==> config.mk <==
export PLATFORM = sky130hd
export DESIGN_NAME = sip_core
export DESIGN_NICKNAME = d
export VERILOG_FILES = /design/src/include/sip_pkg.sv /design/src/rtl/sip_sync.sv /design/src/rtl/sip_recov_ctr.sv /design/src/rtl/sip_core.sv
export VERILOG_INCLUDE_DIRS = /design/src /design/src/include
export SDC_FILE = /design/constraint.sdc
export NUM_CORES = 1
export LEC_CHECK = 0
export BUFFER_PORTS_ARGS = -buffer_cell sky130_fd_sc_hd__buf_4
export CAP_MARGIN = 20
export CORE_MARGIN = 1.5
export CORE_UTILIZATION = 35
export DETAILED_ROUTE_END_ITERATION = 7
export GPL_ROUTABILITY_DRIVEN = 1
export PLACE_DENSITY = 0.65
export SLEW_MARGIN = 20
export SYNTH_ARGS = -nofsm -noshare
export SYNTH_HDL_FRONTEND = slang
export SYNTH_SLANG_ARGS = --single-unit
==> constraint.sdc <==
create_clock -name i_mclk -period 2.3 [get_ports i_mclk]
set_input_delay 0.23 -clock i_mclk [delete_from_list [all_inputs] [get_ports i_mclk]]
set_output_delay 0.23 -clock i_mclk [all_outputs]
set_load 0.03 [all_outputs]
==> src/include/sip_regs.svh <==
// register map, field positions, reset values and timing counts of the system integration block
`ifndef SIP_REGS_SVH
`define SIP_REGS_SVH

// ==========================================
// register byte offsets
`define SIP_OFS_IRQ_A      8'h00
`define SIP_OFS_IRQ_B      8'h04
`define SIP_OFS_IRQ_C      8'h08
`define SIP_OFS_RST_SRC    8'h0C
`define SIP_OFS_BRK_CTL    8'h10
`define SIP_OFS_CFG_ONE    8'h14
`define SIP_OFS_BRK_STAT   8'h18
`define SIP_OFS_LP_STAT    8'h1C

// ==========================================
// field positions
`define SIP_BIT_BRK_CLR_EN 0
`define SIP_BIT_WDOG_DIS   0
`define SIP_BIT_SHORT_REC  1
`define SIP_BIT_OSC_HALT   2
`define SIP_BIT_BRK_LP     1
`define SIP_BIT_RS_LVI     1
`define SIP_BIT_RS_MON     2
`define SIP_BIT_RS_BADAD   3
`define SIP_BIT_RS_BADOP   4
`define SIP_BIT_RS_WDOG    5
`define SIP_BIT_RS_PIN     6
`define SIP_BIT_RS_POR     7

// ==========================================
// reset values
`define SIP_RST_IRQ        8'h00
`define SIP_RST_RST_SRC    8'h80
`define SIP_RST_BRK_CTL    8'h00
`define SIP_RST_CFG_ONE    8'h00
`define SIP_RST_BRK_STAT   8'h00

// ==========================================
// stop recovery in quadruple-rate bus clock cycles
`define SIP_RECOV_LONG     4096
`define SIP_RECOV_SHORT    32

`endif

==> src/include/sip_pkg.sv <==
// types shared by the system integration block
package sip_pkg;

  // low-power sequencer states, one-hot
  typedef enum logic [3:0] {
    SIP_RUN   = 4'h1,
    SIP_WAIT  = 4'h2,
    SIP_STOP  = 4'h4,
    SIP_RECOV = 4'h8
  } sip_lp_e;

  // one-cycle reset cause pulses from the reset sources on chip
  typedef struct packed {
    logic wdog;
    logic bad_op;
    logic bad_fetch;
    logic monitor;
  } sip_rst_src_s;

  // clock gate enables
  typedef struct packed {
    logic cpu;
    logic periph;
    logic bus_clock_double;
    logic bus_clock_quad;
  } sip_clk_en_s;

endpackage

==> src/rtl/sip_sync.sv <==
// three-stage synchroniser that accepts a change once the last two stages agree
module sip_sync (
  // clock and reset
  input  wire logic i_mclk,
  input  wire logic i_rst,
  // async level in, clean level out
  input  wire logic i_async,
  output logic      o_level
);

  logic s1_r;
  logic s2_r;
  logic s3_r;

  always_ff @(posedge i_mclk) begin
    if (i_rst) begin
      s1_r <= 1'b0;
      s2_r <= 1'b0;
      s3_r <= 1'b0;
    end else begin
      s1_r <= i_async;
      s2_r <= s1_r;
      s3_r <= s2_r;
    end
  end

  always_ff @(posedge i_mclk) begin
    if (i_rst) begin
      o_level <= 1'b0;
    end else if (s2_r == s3_r) begin
      o_level <= s3_r;
    end
  end

endmodule

==> src/rtl/sip_recov_ctr.sv <==
// stop recovery counter, held clear while stopped and timing recovery afterwards
`include "sip_regs.svh"
module sip_recov_ctr #(
  parameter int LONG_CYC  = `SIP_RECOV_LONG,
  parameter int SHORT_CYC = `SIP_RECOV_SHORT
) (
  // clock and reset
  input  wire logic i_mclk,
  input  wire logic i_rst,
  // control
  input  wire logic i_hold,
  input  wire logic i_short,
  // one-cycle pulse when the selected delay has elapsed
  output logic      o_done
);

  localparam int W = $clog2(LONG_CYC + 1);

  logic [W-1:0] cnt_r;
  logic [W-1:0] lim;

  assign lim = i_short ? W'(SHORT_CYC - 1) : W'(LONG_CYC - 1);

  always_ff @(posedge i_mclk) begin
    if (i_rst || i_hold) begin
      cnt_r  <= '0;
      o_done <= 1'b0;
    end else if (cnt_r == lim) begin
      cnt_r  <= '0;
      o_done <= 1'b1;
    end else begin
      cnt_r  <= cnt_r + W'(1);
      o_done <= 1'b0;
    end
  end

endmodule

==> src/rtl/sip_core.sv <==
// system integration: interrupt status mirrors, break handling, low-power sequencing, reset causes
`include "sip_regs.svh"
// ==========================================
// Summary of operation
// - status A: sources 6..3 and 1, gaps zero
// - status B/C mirror sources 14..7, 22..15
// - status registers read-only, reset to zero
// - all reset sources equal, no arbitration
// - break forces processor to software-interrupt vector
// - break protects flags unless clear enable set
// - flag cleared in break stays cleared
// - two-step clears stay protected during break unless clear enable set
// - wait/stop clear interrupt mask, stop processor
// - wait gates processor clock, peripherals run
// - wait interrupt wakes, stacking one cycle later
// - reset or emulation break also exits wait
// - break during wait sets low-power break flag
// - watchdog enabled, runs in wait, when not disabled
// - stop clears counter, stops both system clocks
// - stop exits at once on reset, on irq/break after recovery
// - double clock keeps running when osc kept
// - recovery 4096 quad cycles, 32 when short
// - counter held clear until recovery starts
// - reset source register clears on read
// - power-on sets own flag, clears others
// - flags for power-on, pin, watchdog, bad opcode
// - flags for bad fetch, monitor, low voltage
// - break clear enable is read/write bit
module sip_core #(
  parameter int RECOV_LONG  = `SIP_RECOV_LONG,
  parameter int RECOV_SHORT = `SIP_RECOV_SHORT
) (
  // clock and reset
  input  wire logic                  i_mclk,
  input  wire logic                  i_rst,
  // axi4-lite write address
  input  wire logic                  i_awvalid,
  output logic                       o_awready,
  input  wire logic [7:0]            i_awaddr,
  // axi4-lite write data
  input  wire logic                  i_wvalid,
  output logic                       o_wready,
  input  wire logic [31:0]           i_wdata,
  input  wire logic [3:0]            i_wstrb,
  // axi4-lite write response
  output logic                       o_bvalid,
  input  wire logic                  i_bready,
  output logic [1:0]                 o_bresp,
  // axi4-lite read address
  input  wire logic                  i_arvalid,
  output logic                       o_arready,
  input  wire logic [7:0]            i_araddr,
  // axi4-lite read data
  output logic                       o_rvalid,
  input  wire logic                  i_rready,
  output logic [31:0]                o_rdata,
  output logic [1:0]                 o_rresp,
  // pending requests from peripherals, index = source number
  input  wire logic [22:1]           i_irq_pend,
  // processor and break module
  input  wire logic                  i_wait_exec,
  input  wire logic                  i_stop_exec,
  input  wire logic                  i_brk,
  input  wire logic                  i_emul_mode,
  // reset causes
  input  wire sip_pkg::sip_rst_src_s i_rst_src,
  input  wire logic                  i_pin_rst_n,
  input  wire logic                  i_low_volt,
  // outputs to processor and clock gates
  output sip_pkg::sip_clk_en_s       o_clk_en,
  output logic                       o_clr_imask,
  output logic                       o_swi_vec,
  output logic                       o_stack_go,
  output logic                       o_flag_clr_ok,
  output logic                       o_wdog_en
);

  // ==========================================
  // declarations
  sip_pkg::sip_lp_e lp_r;
  sip_pkg::sip_lp_e lp_nxt;
  logic [22:1]      irq_r;
  logic [7:0]       rst_src_r;
  logic [7:0]       cfg_r;
  logic             brk_clr_en_r;
  logic             brk_lp_r;
  logic             brk_r;
  logic [7:0]       aw_addr_r;
  logic [7:0]       ar_addr_r;
  logic             aw_have_r;
  logic             w_have_r;
  logic [7:0]       wdat_r;
  logic             wb0_r;
  logic             do_wr;
  logic             do_rd;
  logic             wake;
  logic             recov_done;
  logic             pin_lvl;
  logic             lvi_lvl;
  logic             pin_q_r;
  logic             lvi_q_r;
  logic [1:0]       async_in;
  logic [1:0]       async_lvl;

  function automatic logic sip_mapped(input logic [7:0] a);
    sip_mapped = (a[1:0] == 2'h0) && (a <= `SIP_OFS_LP_STAT);
  endfunction

  // ==========================================
  // pin-level reset causes through synchronisers
  assign async_in = {~i_pin_rst_n, i_low_volt};

  genvar g;
  generate
    for (g = 0; g < 2; g++) begin : g_sync
      sip_sync u_sync (
        .i_mclk  (i_mclk),
        .i_rst   (i_rst),
        .i_async (async_in[g]),
        .o_level (async_lvl[g])
      );
    end
  endgenerate

  assign pin_lvl = async_lvl[1];
  assign lvi_lvl = async_lvl[0];

  always_ff @(posedge i_mclk) begin
    if (i_rst) begin
      pin_q_r <= 1'b0;
      lvi_q_r <= 1'b0;
    end else begin
      pin_q_r <= pin_lvl;
      lvi_q_r <= lvi_lvl;
    end
  end

  // ==========================================
  // axi4-lite write channel
  assign do_wr = aw_have_r && w_have_r && !o_bvalid;

  always_ff @(posedge i_mclk) begin
    if (i_rst) begin
      o_awready <= 1'b1;
      o_wready  <= 1'b1;
      aw_have_r <= 1'b0;
      w_have_r  <= 1'b0;
      aw_addr_r <= 8'h00;
      wdat_r    <= 8'h00;
      wb0_r     <= 1'b0;
      o_bvalid  <= 1'b0;
      o_bresp   <= 2'h0;
    end else begin
      if (i_awvalid && o_awready) begin
        aw_have_r <= 1'b1;
        o_awready <= 1'b0;
        aw_addr_r <= i_awaddr;
      end
      if (i_wvalid && o_wready) begin
        w_have_r <= 1'b1;
        o_wready <= 1'b0;
        wdat_r   <= i_wdata[7:0];
        wb0_r    <= i_wstrb[0];
      end
      if (do_wr) begin
        aw_have_r <= 1'b0;
        w_have_r  <= 1'b0;
        o_bvalid  <= 1'b1;
        o_bresp   <= sip_mapped(aw_addr_r) ? 2'h0 : 2'h3;
      end
      if (o_bvalid && i_bready) begin
        o_bvalid  <= 1'b0;
        o_awready <= 1'b1;
        o_wready  <= 1'b1;
      end
    end
  end

  // ==========================================
  // software-writable control
  always_ff @(posedge i_mclk) begin
    if (i_rst) begin
      brk_clr_en_r <= 1'b0;
      cfg_r        <= `SIP_RST_CFG_ONE;
    end else if (do_wr && wb0_r) begin
      if (aw_addr_r == `SIP_OFS_BRK_CTL) begin
        brk_clr_en_r <= wdat_r[`SIP_BIT_BRK_CLR_EN];
      end
      if (aw_addr_r == `SIP_OFS_CFG_ONE) begin
        cfg_r <= {5'h00, wdat_r[2:0]};
      end
    end
  end

  // ==========================================
  // axi4-lite read channel
  assign do_rd = i_arvalid && o_arready;

  always_ff @(posedge i_mclk) begin
    if (i_rst) begin
      o_arready <= 1'b1;
      o_rvalid  <= 1'b0;
      o_rdata   <= 32'h0000_0000;
      o_rresp   <= 2'h0;
      ar_addr_r <= 8'h00;
    end else if (do_rd) begin
      o_arready <= 1'b0;
      o_rvalid  <= 1'b1;
      ar_addr_r <= i_araddr;
      o_rresp   <= sip_mapped(i_araddr) ? 2'h0 : 2'h3;
      unique case (i_araddr)
        `SIP_OFS_IRQ_A:    o_rdata <= {24'h000000, irq_r[6:3], 1'b0, irq_r[1], 2'h0};
        `SIP_OFS_IRQ_B:    o_rdata <= {24'h000000, irq_r[14:7]};
        `SIP_OFS_IRQ_C:    o_rdata <= {24'h000000, irq_r[22:15]};
        `SIP_OFS_RST_SRC:  o_rdata <= {24'h000000, rst_src_r};
        `SIP_OFS_BRK_CTL:  o_rdata <= {31'h0000_0000, brk_clr_en_r};
        `SIP_OFS_CFG_ONE:  o_rdata <= {24'h000000, cfg_r};
        `SIP_OFS_BRK_STAT: o_rdata <= {30'h0000_0000, brk_lp_r, 1'b0};
        `SIP_OFS_LP_STAT:  o_rdata <= {28'h000_0000, lp_r};
        default:           o_rdata <= 32'h0000_0000;
      endcase
    end else if (o_rvalid && i_rready) begin
      o_rvalid  <= 1'b0;
      o_arready <= 1'b1;
    end
  end

  // ==========================================
  // interrupt status mirrors; writes never reach them
  always_ff @(posedge i_mclk) begin
    if (i_rst) begin
      irq_r <= 22'h000000;
    end else begin
      irq_r <= i_irq_pend;
    end
  end

  // ==========================================
  // reset source flags; a cause in the same cycle as a read survives
  always_ff @(posedge i_mclk) begin
    if (i_rst) begin
      rst_src_r <= `SIP_RST_RST_SRC;
    end else begin
      // every cause sets its own bit in parallel, no priority among them
      rst_src_r <= (do_rd && i_araddr == `SIP_OFS_RST_SRC) ? 8'h00 : rst_src_r;
      rst_src_r[`SIP_BIT_RS_PIN]   <= (pin_lvl && !pin_q_r) ||
        (!(do_rd && i_araddr == `SIP_OFS_RST_SRC) && rst_src_r[`SIP_BIT_RS_PIN]);
      rst_src_r[`SIP_BIT_RS_WDOG]  <= i_rst_src.wdog ||
        (!(do_rd && i_araddr == `SIP_OFS_RST_SRC) && rst_src_r[`SIP_BIT_RS_WDOG]);
      rst_src_r[`SIP_BIT_RS_BADOP] <= i_rst_src.bad_op ||
        (!(do_rd && i_araddr == `SIP_OFS_RST_SRC) && rst_src_r[`SIP_BIT_RS_BADOP]);
      rst_src_r[`SIP_BIT_RS_BADAD] <= i_rst_src.bad_fetch ||
        (!(do_rd && i_araddr == `SIP_OFS_RST_SRC) && rst_src_r[`SIP_BIT_RS_BADAD]);
      rst_src_r[`SIP_BIT_RS_MON]   <= i_rst_src.monitor ||
        (!(do_rd && i_araddr == `SIP_OFS_RST_SRC) && rst_src_r[`SIP_BIT_RS_MON]);
      rst_src_r[`SIP_BIT_RS_LVI]   <= (lvi_lvl && !lvi_q_r) ||
        (!(do_rd && i_araddr == `SIP_OFS_RST_SRC) && rst_src_r[`SIP_BIT_RS_LVI]);
      rst_src_r[0] <= 1'b0;
    end
  end

  // ==========================================
  // break handling
  always_ff @(posedge i_mclk) begin
    if (i_rst) begin
      brk_r         <= 1'b0;
      o_swi_vec     <= 1'b0;
      o_flag_clr_ok <= 1'b1;
    end else begin
      brk_r         <= i_brk;
      o_swi_vec     <= i_brk && !brk_r;
      // peripherals gate the second clearing step on this, so unless break clear enable is set a first step taken before
      // break cannot complete inside it, and anything cleared stays cleared
      o_flag_clr_ok <= !i_brk || brk_clr_en_r;
    end
  end

  // set wins over a software clear written as one
  always_ff @(posedge i_mclk) begin
    if (i_rst) begin
      brk_lp_r <= 1'b0;
    end else if (i_brk && lp_r == sip_pkg::SIP_WAIT) begin
      brk_lp_r <= 1'b1;
    end else if (do_wr && wb0_r && aw_addr_r == `SIP_OFS_BRK_STAT && wdat_r[`SIP_BIT_BRK_LP]) begin
      brk_lp_r <= 1'b0;
    end
  end

  // ==========================================
  // low-power sequencer
  assign wake = |i_irq_pend;

  always_comb begin
    lp_nxt = lp_r;
    unique case (lp_r)
      sip_pkg::SIP_RUN: begin
        if (i_stop_exec) begin
          lp_nxt = sip_pkg::SIP_STOP;
        end else if (i_wait_exec) begin
          lp_nxt = sip_pkg::SIP_WAIT;
        end
      end
      sip_pkg::SIP_WAIT: begin
        if (wake || (i_brk && i_emul_mode)) begin
          lp_nxt = sip_pkg::SIP_RUN;
        end
      end
      sip_pkg::SIP_STOP: begin
        if (wake || i_brk) begin
          lp_nxt = sip_pkg::SIP_RECOV;
        end
      end
      sip_pkg::SIP_RECOV: begin
        if (recov_done) begin
          lp_nxt = sip_pkg::SIP_RUN;
        end
      end
    endcase
  end

  always_ff @(posedge i_mclk) begin
    if (i_rst) begin
      lp_r <= sip_pkg::SIP_RUN;
    end else begin
      lp_r <= lp_nxt;
    end
  end

  sip_recov_ctr #(
    .LONG_CYC  (RECOV_LONG),
    .SHORT_CYC (RECOV_SHORT)
  ) u_recov (
    .i_mclk  (i_mclk),
    .i_rst   (i_rst),
    .i_hold  (lp_r != sip_pkg::SIP_RECOV),
    .i_short (cfg_r[`SIP_BIT_SHORT_REC]),
    .o_done  (recov_done)
  );

  // ==========================================
  // registered processor-side outputs
  always_ff @(posedge i_mclk) begin
    if (i_rst) begin
      o_clr_imask <= 1'b0;
      o_stack_go  <= 1'b0;
      o_wdog_en   <= 1'b1;
      o_clk_en    <= 4'hF;
    end else begin
      o_clr_imask <= lp_r == sip_pkg::SIP_RUN && (i_wait_exec || i_stop_exec);
      // wait wake answers in the cycle after the interrupt, stop after recovery
      o_stack_go  <= (lp_r == sip_pkg::SIP_WAIT && wake) ||
                     (lp_r == sip_pkg::SIP_RECOV && recov_done);
      o_wdog_en   <= !cfg_r[`SIP_BIT_WDOG_DIS];
      o_clk_en.cpu    <= lp_nxt == sip_pkg::SIP_RUN;
      o_clk_en.periph <= lp_nxt == sip_pkg::SIP_RUN || lp_nxt == sip_pkg::SIP_WAIT;
      o_clk_en.bus_clock_double <= lp_nxt != sip_pkg::SIP_STOP || cfg_r[`SIP_BIT_OSC_HALT];
      o_clk_en.bus_clock_quad   <= lp_nxt != sip_pkg::SIP_STOP;
    end
  end

endmodule

Word-level counts from Yosys, hierarchy flattened
Cells that the tools add are included.
Storage, ports and cells
  logic and storage cells: 144
  bits of input ports: 91
  flip-flop bits (word level): 128
Operators by class
  mux-type cells: 17
  add/subtract/negate cells: 1
  bitwise operators: 1
  reduce and logical (&&, ||, !) cells: 59
  eq/ne operators: 21
  magnitude comparators: 2
Operators with widths (number)
  $pmux 8 s8: 1
  $eq 8x5->1 const B: 7
  $logic_and 1x1->1: 27
  $reduce_or 22->1: 1
  $mux 4: 5
  $eq 8x4->1 const B: 2
  $le 8x5->1 const B: 2
  $pmux 4 s4: 1
  $logic_or 1x1->1: 14
  $add 13x1->13 const B: 1
  $eq 13x13->1: 1
  $mux 12: 1
  $eq 4x1->1 const B: 2
  $eq 4x2->1 const B: 2
  $eq 8x3->1 const B: 1
  $logic_not 8->1: 1
  $logic_not 1->1: 7
  $mux 1: 7
  $reduce_or 2->1: 3
  $eq 4x3->1 const B: 1
  $eq 4x4->1 const B: 1
  $logic_not 2->1: 2
  $mux 2: 2
  $ne 4x3->1 const B: 1
  other kinds (5): 8

Longest topological paths before layout
Gate-level depths: netlist (run 1).
  depth after elaboration: 7
  mapped depth: 7

Modules after synthesis
Synthesis (run 1) repeated with hierarchy kept, for this count alone.
Unflattened totals
  cells, all modules: 449
  area total of the unflattened synthesis: 4113.9 um^2
By module, submodules not included
  sip_core: cells an instance 360, area each 3249.4 um^2, instances 1
  sip_recov_ctr: cells an instance 69, area each 639.4 um^2, instances 1
  sip_sync: cells an instance 10, area each 112.6 um^2, instances 2

Worst setup path before layout (run 1)
Ideal clock, no wire load.
  path kind: flip-flop to flip-flop
  start point: register lp_r[0]
  end point: register o_clk_en[1] (netlist bit)
  setup slack: 351 ps
  path buffers: 1
  data required time: 2180 ps
  setup time: 120 ps
  stages on the path, launching flop included: 7
  data arrival time: 1829 ps
  cell sequence: dfxtp_1 -> buf_6 -> or4b_4 -> or4_4 -> a21oi_4 -> nand4_2 -> or2_1
Between the ends
  word-level cells in the longest chain between the ends: 5
Ends and longest elaborated chain
  from (decl): line sip_core.sv:80  | sip_pkg::sip_lp_e lp_r;
  from (signal assigned): line sip_core.sv:323  | lp_r <= sip_pkg::SIP_RUN;
  from (signal assigned): line sip_core.sv:325  | lp_r <= lp_nxt;
  $mux 4: line sip_core.sv:299  | end else if (i_wait_exec) begin
  $mux 4: line sip_core.sv:297  | if (i_stop_exec) begin
  $pmux 4 s4 *: line sip_core.sv:295  | unique case (lp_r)
  $ne 4x3->1 *: line sip_core.sv:356  | o_clk_en.bus_clock_double <= lp_nxt != sip_pkg::SIP_STOP || cfg_r[`SIP_BIT_OSC_HALT];
  $logic_or 1x1->1 *: line sip_core.sv:356
  to (decl): line sip_core.sv:70  | output sip_pkg::sip_clk_en_s o_clk_en,
Every way passes the cells marked *; elsewhere a longest branch is shown, timed or not.
A chain may end at the register's enable or synchronous reset.

Worst setup path after layout (run 1)
  start point: register aw_addr_r[0]
  end point: register cfg_r[1]
Between the ends
  word-level cells in the longest chain between the ends: 2
Ends and longest elaborated chain
  from (decl): line sip_core.sv:88  | logic [7:0] aw_addr_r;
  from (signal assigned): line sip_core.sv:157  | aw_addr_r <= i_awaddr;
  $eq 8x5->1 (no line)
  $reduce_and 2->1 (no line)
  to (signal assigned): line sip_core.sv:184  | cfg_r <= `SIP_RST_CFG_ONE;
  to (signal assigned): line sip_core.sv:190  | cfg_r <= {5'h00, wdat_r[2:0]};
  to (decl): line sip_core.sv:84  | logic [7:0] cfg_r;
Every way passes these cells.

==> impl_results.md, run 1 <==
* DR WL/cell at 12.8 µm
* Area Overhead vs Synth at 25.2%
* Crit end category: register
* CP max-delay cell: or4_1
* Power density over the cells at between 700 and 800 nW/µm²
* Static Leak at 2.08 nW
* Initial DRC count at around 140
* Worst path top cell family by delay: simple AND/OR/NAND/NOR gates
* Die W at ~110 µm
* Hold_buf cts at 0
* Largest net degree at the start of global routing at between 50 and 60
* Post-synth EDFFs at 0
* Register area share after synthesis at 49.2%
* Top-count cell post-synth: dfxtp_1
* Chip height at roughly 110 µm
* # setup viols final at 0
* Dominant cell type by area after synthesis: dfxtp_1
* Post-Synthesis Cells at about 440
* Nets at between 600 and 700
* Worst hold slack at 27.4 ps
* Worst-Margin Slew at between 500 and 600 ps
* Avg Cell Area, Syn at slightly above 9 µm²
* Critical path depth in cells at 6
* TNS Setup at 0 ps
* Antenna-violating nets left at 0
* Number of max-cap violations at 0
* Reg2Reg Setup Slack at approximately 180 ps
* GRT Total Usage at between 10% and 20%
* Clock sinks at 100
* Worst relative slew slack at between 60 and 70%
* List of most frequent post-synthesis cells: dfxtp_1 (100), nand2_1 (45), nor2_1 (45)
* Num CTS Buffers at 9
* Fmax at 471 MHz
* Final hold vios at 0
* Synth Warn # at 0
* Peak supply drop at about 370 µV
* Boundary Pins at approximately 140
* Run status: finished clean
* CTS Buffer Depth at 2
* Vias in the first global route at between 3000 and 4000
* CTS resizes at 0
* Via count at ~3200
* Synth Register Bits at 100
* Skew-Pair Late Insertion Delay at ~340 ps
* CP cell instances: or4_1 > nor3_1 > nand3_1 > or3b_1 > mux2i_1 > nor2_1
* Routed wire length at about 8600 µm
* Initial antenna violation count at 0
* Synthesized area at approximately 4000 µm²
* Global route overflow at 0
* Ys flop type: dfxtp_1
* Top cells by area, synth: dfxtp_1 (49%), nor2b_1 (5.2%), buf_4 (4.8%)
* Global-route wire length before repair at ~14000 µm
* Endpoint, Worst Hold: g_sync[1].u_sync.s1_r
* Worst clock skew at roughly 5.4 ps
* Post-synth cell types at 54
* Post-CTS setup buffers at 0
* Period utilisation layout at ~90%
* Hold path startpoint: i_pin_rst_n
* Drt pass-1 iters at 6
* Crit path buf inv count at 0
* Reg-to-Reg Start: aw_addr_r[0]
* Worst Path Required at 2510 ps
* Ys async rst share at 0%
* Hpwl dp at 6430 µm
* Synth top area share at between 40 and 50%
* Reg clk slew, reported paths at around 70 ps
* Critical Path Fanout Max at 3
* Initial Util at a little over a third
* RD Place Congestion at approximately 0.83
* RSZ-0062 raised after global routing: false
* Fill cells at 1089
* Antenna cells at 0
* Delay of the slowest critical-path stage at 540 ps
* Min-Delay Path Depth at 2
* Slew Viols, Final at 0
* TritonCTS clock tree: done
* FF-to-FF End: cfg_r[1]
* Share of layout cells above drive strength 1 at about 23%
* Clock root buffer: clkbuf_16
* Kind of critical path: reg2reg
* R2R cell count at 6
* # H-tree levels at 3
* DIE AREA at 12300 µm²
* HP Class: in2reg
* Row cnt at 39
* Vias/cell at about 4.8
* Core Area at ~11000 µm²
* Port buffer count at 84
* Worst setup SP type: register
* Tmin final at ~2100 ps
* CP arrival at 2330 ps
* DRC viols at 0
## metal layers
metal	GRT usage, %	vias to the layer above	part of all wire, %	wire length, µm
li1	-	1620	-	-
met1	17.4	1482	46	3950
met2	23.8	87	47	4040
met3	3.34	16	4.9	425
met4	6.50	0	2.3	199
met5	0	-	0	0
## flip-flops by register name, summed over array words and instances (netlist names), 3 cells and up
signal,flops
irq_r,21
u_recov.cnt_r,13
aw_addr_r,8
o_rdata,8
rst_src_r,7
lp_r,4
o_clk_en,4
cfg_r,3
wdat_r,3
## cell families after synthesis
| logic type | count (synthesis) | share of synthesized area [%] |
|---|---|---|
| xor+xnor | 13 | 2.80 |
| mux | 16 | 4.39 |
| fa+ha+maj | 1 | 0.307 |
| buf+inv | 50 | 7.31 |
| simple gates | 194 | 25.3 |
| compound gates | 68 | 10.6 |
| flops | 100 | 49.2 |
| other cells | 1 | 0.0921 |
## cell usage in the layout (no fill, tap or decap), types with 8 or more instances in the layout
master,netlist,layout
nor4_1,9,9
mux2i_1,10,10
a21oi_1,31,31
conb_1,1,24
o21ai_0,8,8
xor2_1,9,9
nand2_1,45,45
nand2b_1,9,9
nor2_1,45,45
clkbuf_16,0,9
nand3_1,13,13
nor2b_1,34,34
buf_4,26,92
dfxtp_1,100,100
## worst max path at each step
stage                       start     endpoint
floorplan                 lp_r[0]  o_clk_en[1]
global placement    i_irq_pend[1]  o_clk_en[1]
detailed placement  i_irq_pend[1]  o_clk_en[1]
CTS                  aw_addr_r[0]     cfg_r[1]
global route         aw_addr_r[0]     cfg_r[1]
finish               aw_addr_r[0]     cfg_r[1]
## power breakdown
part | total (mW) | internal, mW | leakage (nW) | switching (mW)
Sequential | 1.83 | 1.80 | 0.821 | 0.0339
Combinational | 0.419 | 0.173 | 1.09 | 0.246
Clock | 1.74 | 1.07 | 0.168 | 0.672
## final cells by class
class                   instances  area (µm²)  area share [%]
clock buffers                   9         225            4.42
clock inverters                 7         123            2.41
inverters                       5        18.8           0.368
well taps                     143         179            3.51
flip-flops and latches        100        2000            39.3
multi-input cells             316        1860            36.5
repair buffers                 92         691            13.6
## per-stage QoR
stage | setup WS [ps] | total power [mW] | cell area (µm²) | util (%) | std cells
floorplan | 351 | 2.16 | 4160 | - | 466
global placement | 187 | 2.29 | 4750 | 41.8 | 656
detailed placement | 191 | 2.30 | 4750 | 41.8 | 656
CTS | 181 | 4.03 | 5100 | 44.8 | 672
global route | 53.0 | 4.14 | 5100 | 44.8 | 672
finish | 179 | 4.00 | 5100 | 44.8 | 672
No activity file was read; power rests on OpenSTA's default activity.
==> run 2: changes to the inputs <==
- PLACE_DENSITY: 0.65 -> 0.7
==> run 2 against run 1 <==
Wire length is 1.9% lower. Total power is 5.1% lower. Largest cell class unchanged. Highest routed layer unchanged. Register-to-register slack worse by 40 ps. Global-route usage is 0.25 points lower. Hold slack better by 9.8 ps. Worst setup slack worse by 43 ps.
==> impl_results.md, run 2 (synthesized netlist as in run 1, its figures left out) <==
* Run status: finished clean
* Die W at about 110 µm
* Critical Path Fanout Max at 3
* DRC viols at 0
* RSZ-0062 raised after global routing: false
* CTS resizes at 0
* Worst-Margin Slew at 602 ps
* Top reg by flops: irq_r
* CP max-delay cell: or4_1
* Chip height at around 110 µm
* CP arrival at 2360 ps
* Static Leak at 2.06 nW
* Worst Path Required at around 2500 ps
* Reg2Reg Setup Slack at about 140 ps
* Tmin final at roughly 2200 ps
* Row cnt at 39
* Vias/cell at about 4.7
* Nets at about 620
* GRT Total Usage at approximately 14%
* DIE AREA at 12300 µm²
* TritonCTS clock tree: done
* Kind of critical path: reg2reg
* Clock sinks at 100
* Largest net degree at the start of global routing at 60
* Worst setup SP type: register
* Initial antenna violation count at 0
* Commonest non-fill, non-tap cell in the layout: dfxtp_1
* Slew Viols, Final at 0
* Global-route wire length before repair at about 14000 µm
* Num CTS Buffers at 9
* Fmax at 462 MHz
* Vias in the first global route at 2962
* Core Area at ~11000 µm²
* Final core utilization at 44.4%
* Skew-Pair Late Insertion Delay at 340 ps
* Power density over the cells at roughly 750 nW/µm²
* Boundary Pins at 141
* Hpwl dp at ~6300 µm
* Largest regs: irq_r x21, u_recov.cnt_r x13
* Worst clock skew at 10.8 ps
* Global route overflow at 0
* Peak supply drop at ~340 µV
* Antenna-violating nets left at 0
* Delay of the slowest critical-path stage at 550 ps
* Initial Util at ~36%
* Largest register FFs at 21
* TNS Setup at 0 ps
* Crit end category: register
* Reg clk slew, reported paths at around 70 ps
* RD Place Congestion at 0.780
* Port buffer count at 84
* CP cell instances: or4_1 > nor3_1 > nand3_1 > or3b_1 > mux2i_1 > nor2_1
* Worst relative slew slack at 59.9%
* Number of max-cap violations at 0
* HP Class: in2reg
* # setup viols final at 0
* Clock root buffer: clkbuf_16
* CTS Buffer Depth at 2
* Post-CTS setup buffers at 0
* Period utilisation layout at approximately 94%
* Routed wire length at between 8000 and 9000 µm
* Area Overhead vs Synth at 24.1%
* Initial DRC count at roughly 140
* Drt pass-1 iters at 4
* Antenna cells at 0
* Final hold vios at 0
* # H-tree levels at 3
* Most frequent cells in the layout: dfxtp_1 (100), buf_4 (92), nor2_1 (45), nand2_1 (45), nor2b_1 (34)
* DR WL/cell at about 13 µm
* Reg-to-Reg Start: aw_addr_r[0]
* Hold path startpoint: i_pin_rst_n
* Crit. Startpoint: aw_addr_r[0]
* Hold_buf cts at 0
* Via count at about 3100
* Share of layout cells above drive strength 1 at a little under a quarter
run 2: changes by cell type in the layout (fill, tap and decap cells not counted), sizes merged:
cell    change
bufinv      -2
inv         +1
clkinv      +1
run 2: power breakdown:
part           internal (mW)  switching [mW]
registers               1.80          0.0348
clock network          0.859           0.680
logic                  0.173           0.245
total                   2.83           0.961
run 2: path summary, 6_finish.rpt:
kind | to | cells past startpoint
worst max register to register | cfg_r[0] | 6
worst min-delay path | g_sync[1].u_sync.s1_r | 2
worst max-delay path | cfg_r[0] | 6
worst min register to register | o_swi_vec | 1
run 2: worst max-delay path: cells and delay by family (launching register included):
kind / cells / cell delay, ps
simple gates: 5 / 1520
flops: 1 / 310
mux: 1 / 190
run 2: per-layer routing:
metal / wire (µm) / share of wire [%] / up-vias / global-route usage (%)
met2: 3760 / 45 / 86 / 21.9
met5: 0 / 0 / - / 0
met3: 427 / 5.1 / 13 / 3.61
li1: - / - / 1616 / -
met1: 4100 / 49 / 1427 / 18.5
met4: 152 / 1.8 / 0 / 5.64
run 2: layout make-up:
cell class / count / area (µm²)
multi-input combinational: 316 / 1860
timing repair buffer: 92 / 691
clock buffer: 9 / 225
sequential: 100 / 2000
fill: 1124 / 6320
clock inverter: 7 / 80.1
inverter: 5 / 18.8
tap: 143 / 179
run 2: stage by stage:
step	cells	total power [mW]	setup WS [ps]	hold slack, ps	area [µm²]
4_1_cts	672	3.83	150	27.1	5050
5_1_grt	672	3.94	3.99	23.3	5050
3_5_place_dp	656	2.29	170	382	4750
3_3_place_gp	656	2.29	208	373	4750
2_1_floorplan	466	2.16	351	297	4160
6_report	672	3.79	136	37.1	5050
==> run 3: changes to the inputs <==
- CORE_UTILIZATION: 35 -> 43
- PLACE_DENSITY: 0.7 -> 0.81
==> run 3 against run 2 <==
Combinational power about the same. Sequential cell count unchanged. First-iteration DRC count up 30%. Clock power down 23%. Critical endpoint is now cfg_r[2]. Largest power group unchanged. Highest routed layer unchanged.
==> impl_results.md, run 3 (synthesized netlist as in run 1, its figures left out) <==
* Worst Path Required at approximately 2500 ps
* Boundary Pins at roughly 140
* GRT Total Usage at between 10% and 20%
* # setup viols final at 0
* Fill cells at between 800 and 900
* Worst setup SP type: register
* # H-tree levels at 3
* Critical Path Fanout Max at 3
* Endpoint, Worst Hold: rst_src_r[4]
* Most frequent cells in the layout: dfxtp_1 (100), buf_4 (90), nor2_1 (45), nand2_1 (45), nor2b_1 (34)
* Top reg by flops: irq_r
* Worst relative slew slack at a little under three fifths
* Drt pass-1 iters at 4
* RD Place Congestion at a little under 0.9
* TritonCTS clock tree: done
* Crit end category: register
* DIE AREA at 10100 µm²
* Core Area at slightly above 9000 µm²
* Slew Viols, Final at 0
* Static Leak at between 2 and 2.5 nW
* Global-route wire length before repair at between 10000 and 15000 µm
* Clock sinks at 100
* Largest register FFs at 21
* FF-to-FF End: cfg_r[2]
* Area Overhead vs Synth at 20.9%
* Die W at between 100 and 150 µm
* Number of max-cap violations at 0
* Power density over the cells at roughly 700 nW/µm²
* Initial Util at 44.3%
* Kind of critical path: reg2reg
* Reg clk slew, reported paths at 110 ps
* Largest net degree at the start of global routing at between 40 and 50
* DRC viols at 0
* Final Power at roughly 3.4 mW
* Commonest non-fill, non-tap cell in the layout: dfxtp_1
* Fmax at about 480 MHz
* Clock root buffer: clkbuf_8
* Min-Delay Path Depth at 3
* Run status: finished clean
* Period utilisation layout at roughly nine tenths
* Reg2Reg Setup Slack at slightly above 200 ps
* Hold path startpoint: i_rst_src[2]
* Initial DRC count at 183
* Hpwl dp at slightly above 6000 µm
* DR WL/cell at between 10 and 15 µm
* Reg-to-Reg Start: aw_addr_r[0]
* TNS Setup at 0 ps
* Row cnt at 35
* Chip height at 100 µm
* CP arrival at 2330 ps
* Port buffer count at 84
* Tmin final at roughly 2100 ps
* CTS Buffer Depth at 2
* Final hold vios at 0
* Vias/cell at just over 5
* Post-CTS setup buffers at 0
* Nets at about 620
* Skew-Pair Late Insertion Delay at 360 ps
* Largest regs: irq_r x21, u_recov.cnt_r x13
* RSZ-0062 raised after global routing: false
* Share of layout cells above drive strength 1 at a little under a quarter
* Initial antenna violation count at 0
* R2R cell count at 6
* Worst-Margin Slew at around 660 ps
* Worst clock skew at between 10 and 15 ps
* Peak supply drop at approximately 380 µV
* Antenna cells at 0
* Via count at 3230
* HP Class: in2reg
* Vias in the first global route at approximately 3100
* Routed wire length at around 8300 µm
* Num CTS Buffers at 9
* Antenna-violating nets left at 0
* Global route overflow at 0
## run 3: changes by cell type in the layout (fill, tap and decap cells not counted)
cell / previous run / this run
clkinv_8: 0 / 1
dlygate4sd3_1: 0 / 1
clkbuf_8: 0 / 9
clkbuf_16: 9 / 0
inv_6: 2 / 1
buf_4: 92 / 90
inv_8: 1 / 2
clkinv_2: 1 / 0
## run 3: report_power, final
part           leakage (nW)  total, mW  internal (mW)  switching (mW)
clock network         0.107       1.18          0.533           0.643
registers             0.821       1.84           1.80          0.0360
logic                  1.09      0.416          0.173           0.244
## run 3: area by class of cell
type	count	area [µm²]	area share, %
flip-flops and latches	100	2000	40.7
multi-input cells	316	1860	37.8
repair buffers	91	686	13.9
well taps	111	139	2.82
clock buffers	9	124	2.52
clock inverters	7	93.8	1.91
inverters	5	18.8	0.381
## run 3: worst max-delay path by stage
stage	endpoint	slack, ps	depth (start not counted)	startpoint
after floorplan	o_clk_en[1]	350	6	lp_r[0]
after CTS	cfg_r[2]	220	6	aw_addr_r[0]
after detailed placement	o_clk_en[1]	230	7	i_irq_pend[2]
final	cfg_r[2]	210	6	aw_addr_r[0]
after global placement	o_clk_en[1]	230	7	i_irq_pend[2]
after global routing	cfg_r[2]	80	6	aw_addr_r[0]
## run 3: what timing repair did
action,in CTS,in global routing
hold buffers,1,0
resized for setup,0,0
endpoints found under the hold margin,1,0
## run 3: per-layer routing
layer / GRT usage, % / part of all wire (%)
met5: 0 / 0
met4: 8.88 / 3.0
met3: 4.46 / 6.3
met2: 27.8 / 49
met1: 20.5 / 42
## run 3: metrics by stage
step           instances  setup WS (ps)  utilization (%)  cell area (µm²)  hold WS [ps]
2_1_floorplan        466            351                -             4160           297
3_5_place_dp         622            231             51.0             4690           376
5_1_grt              639           84.8             53.5             4920          51.9
3_3_place_gp         622            230             51.0             4690           372
4_1_cts              639            225             53.5             4920          59.9
6_report             639            207             53.5             4920          63.2
## run 3: worst max-delay path: stages, from the launching register on
cell	delay (ps)
dfxtp_1	320
or4_1	530
nor3_1	250
nand3_1	180
or3b_1	460
mux2i_1	170
nor2_1	60
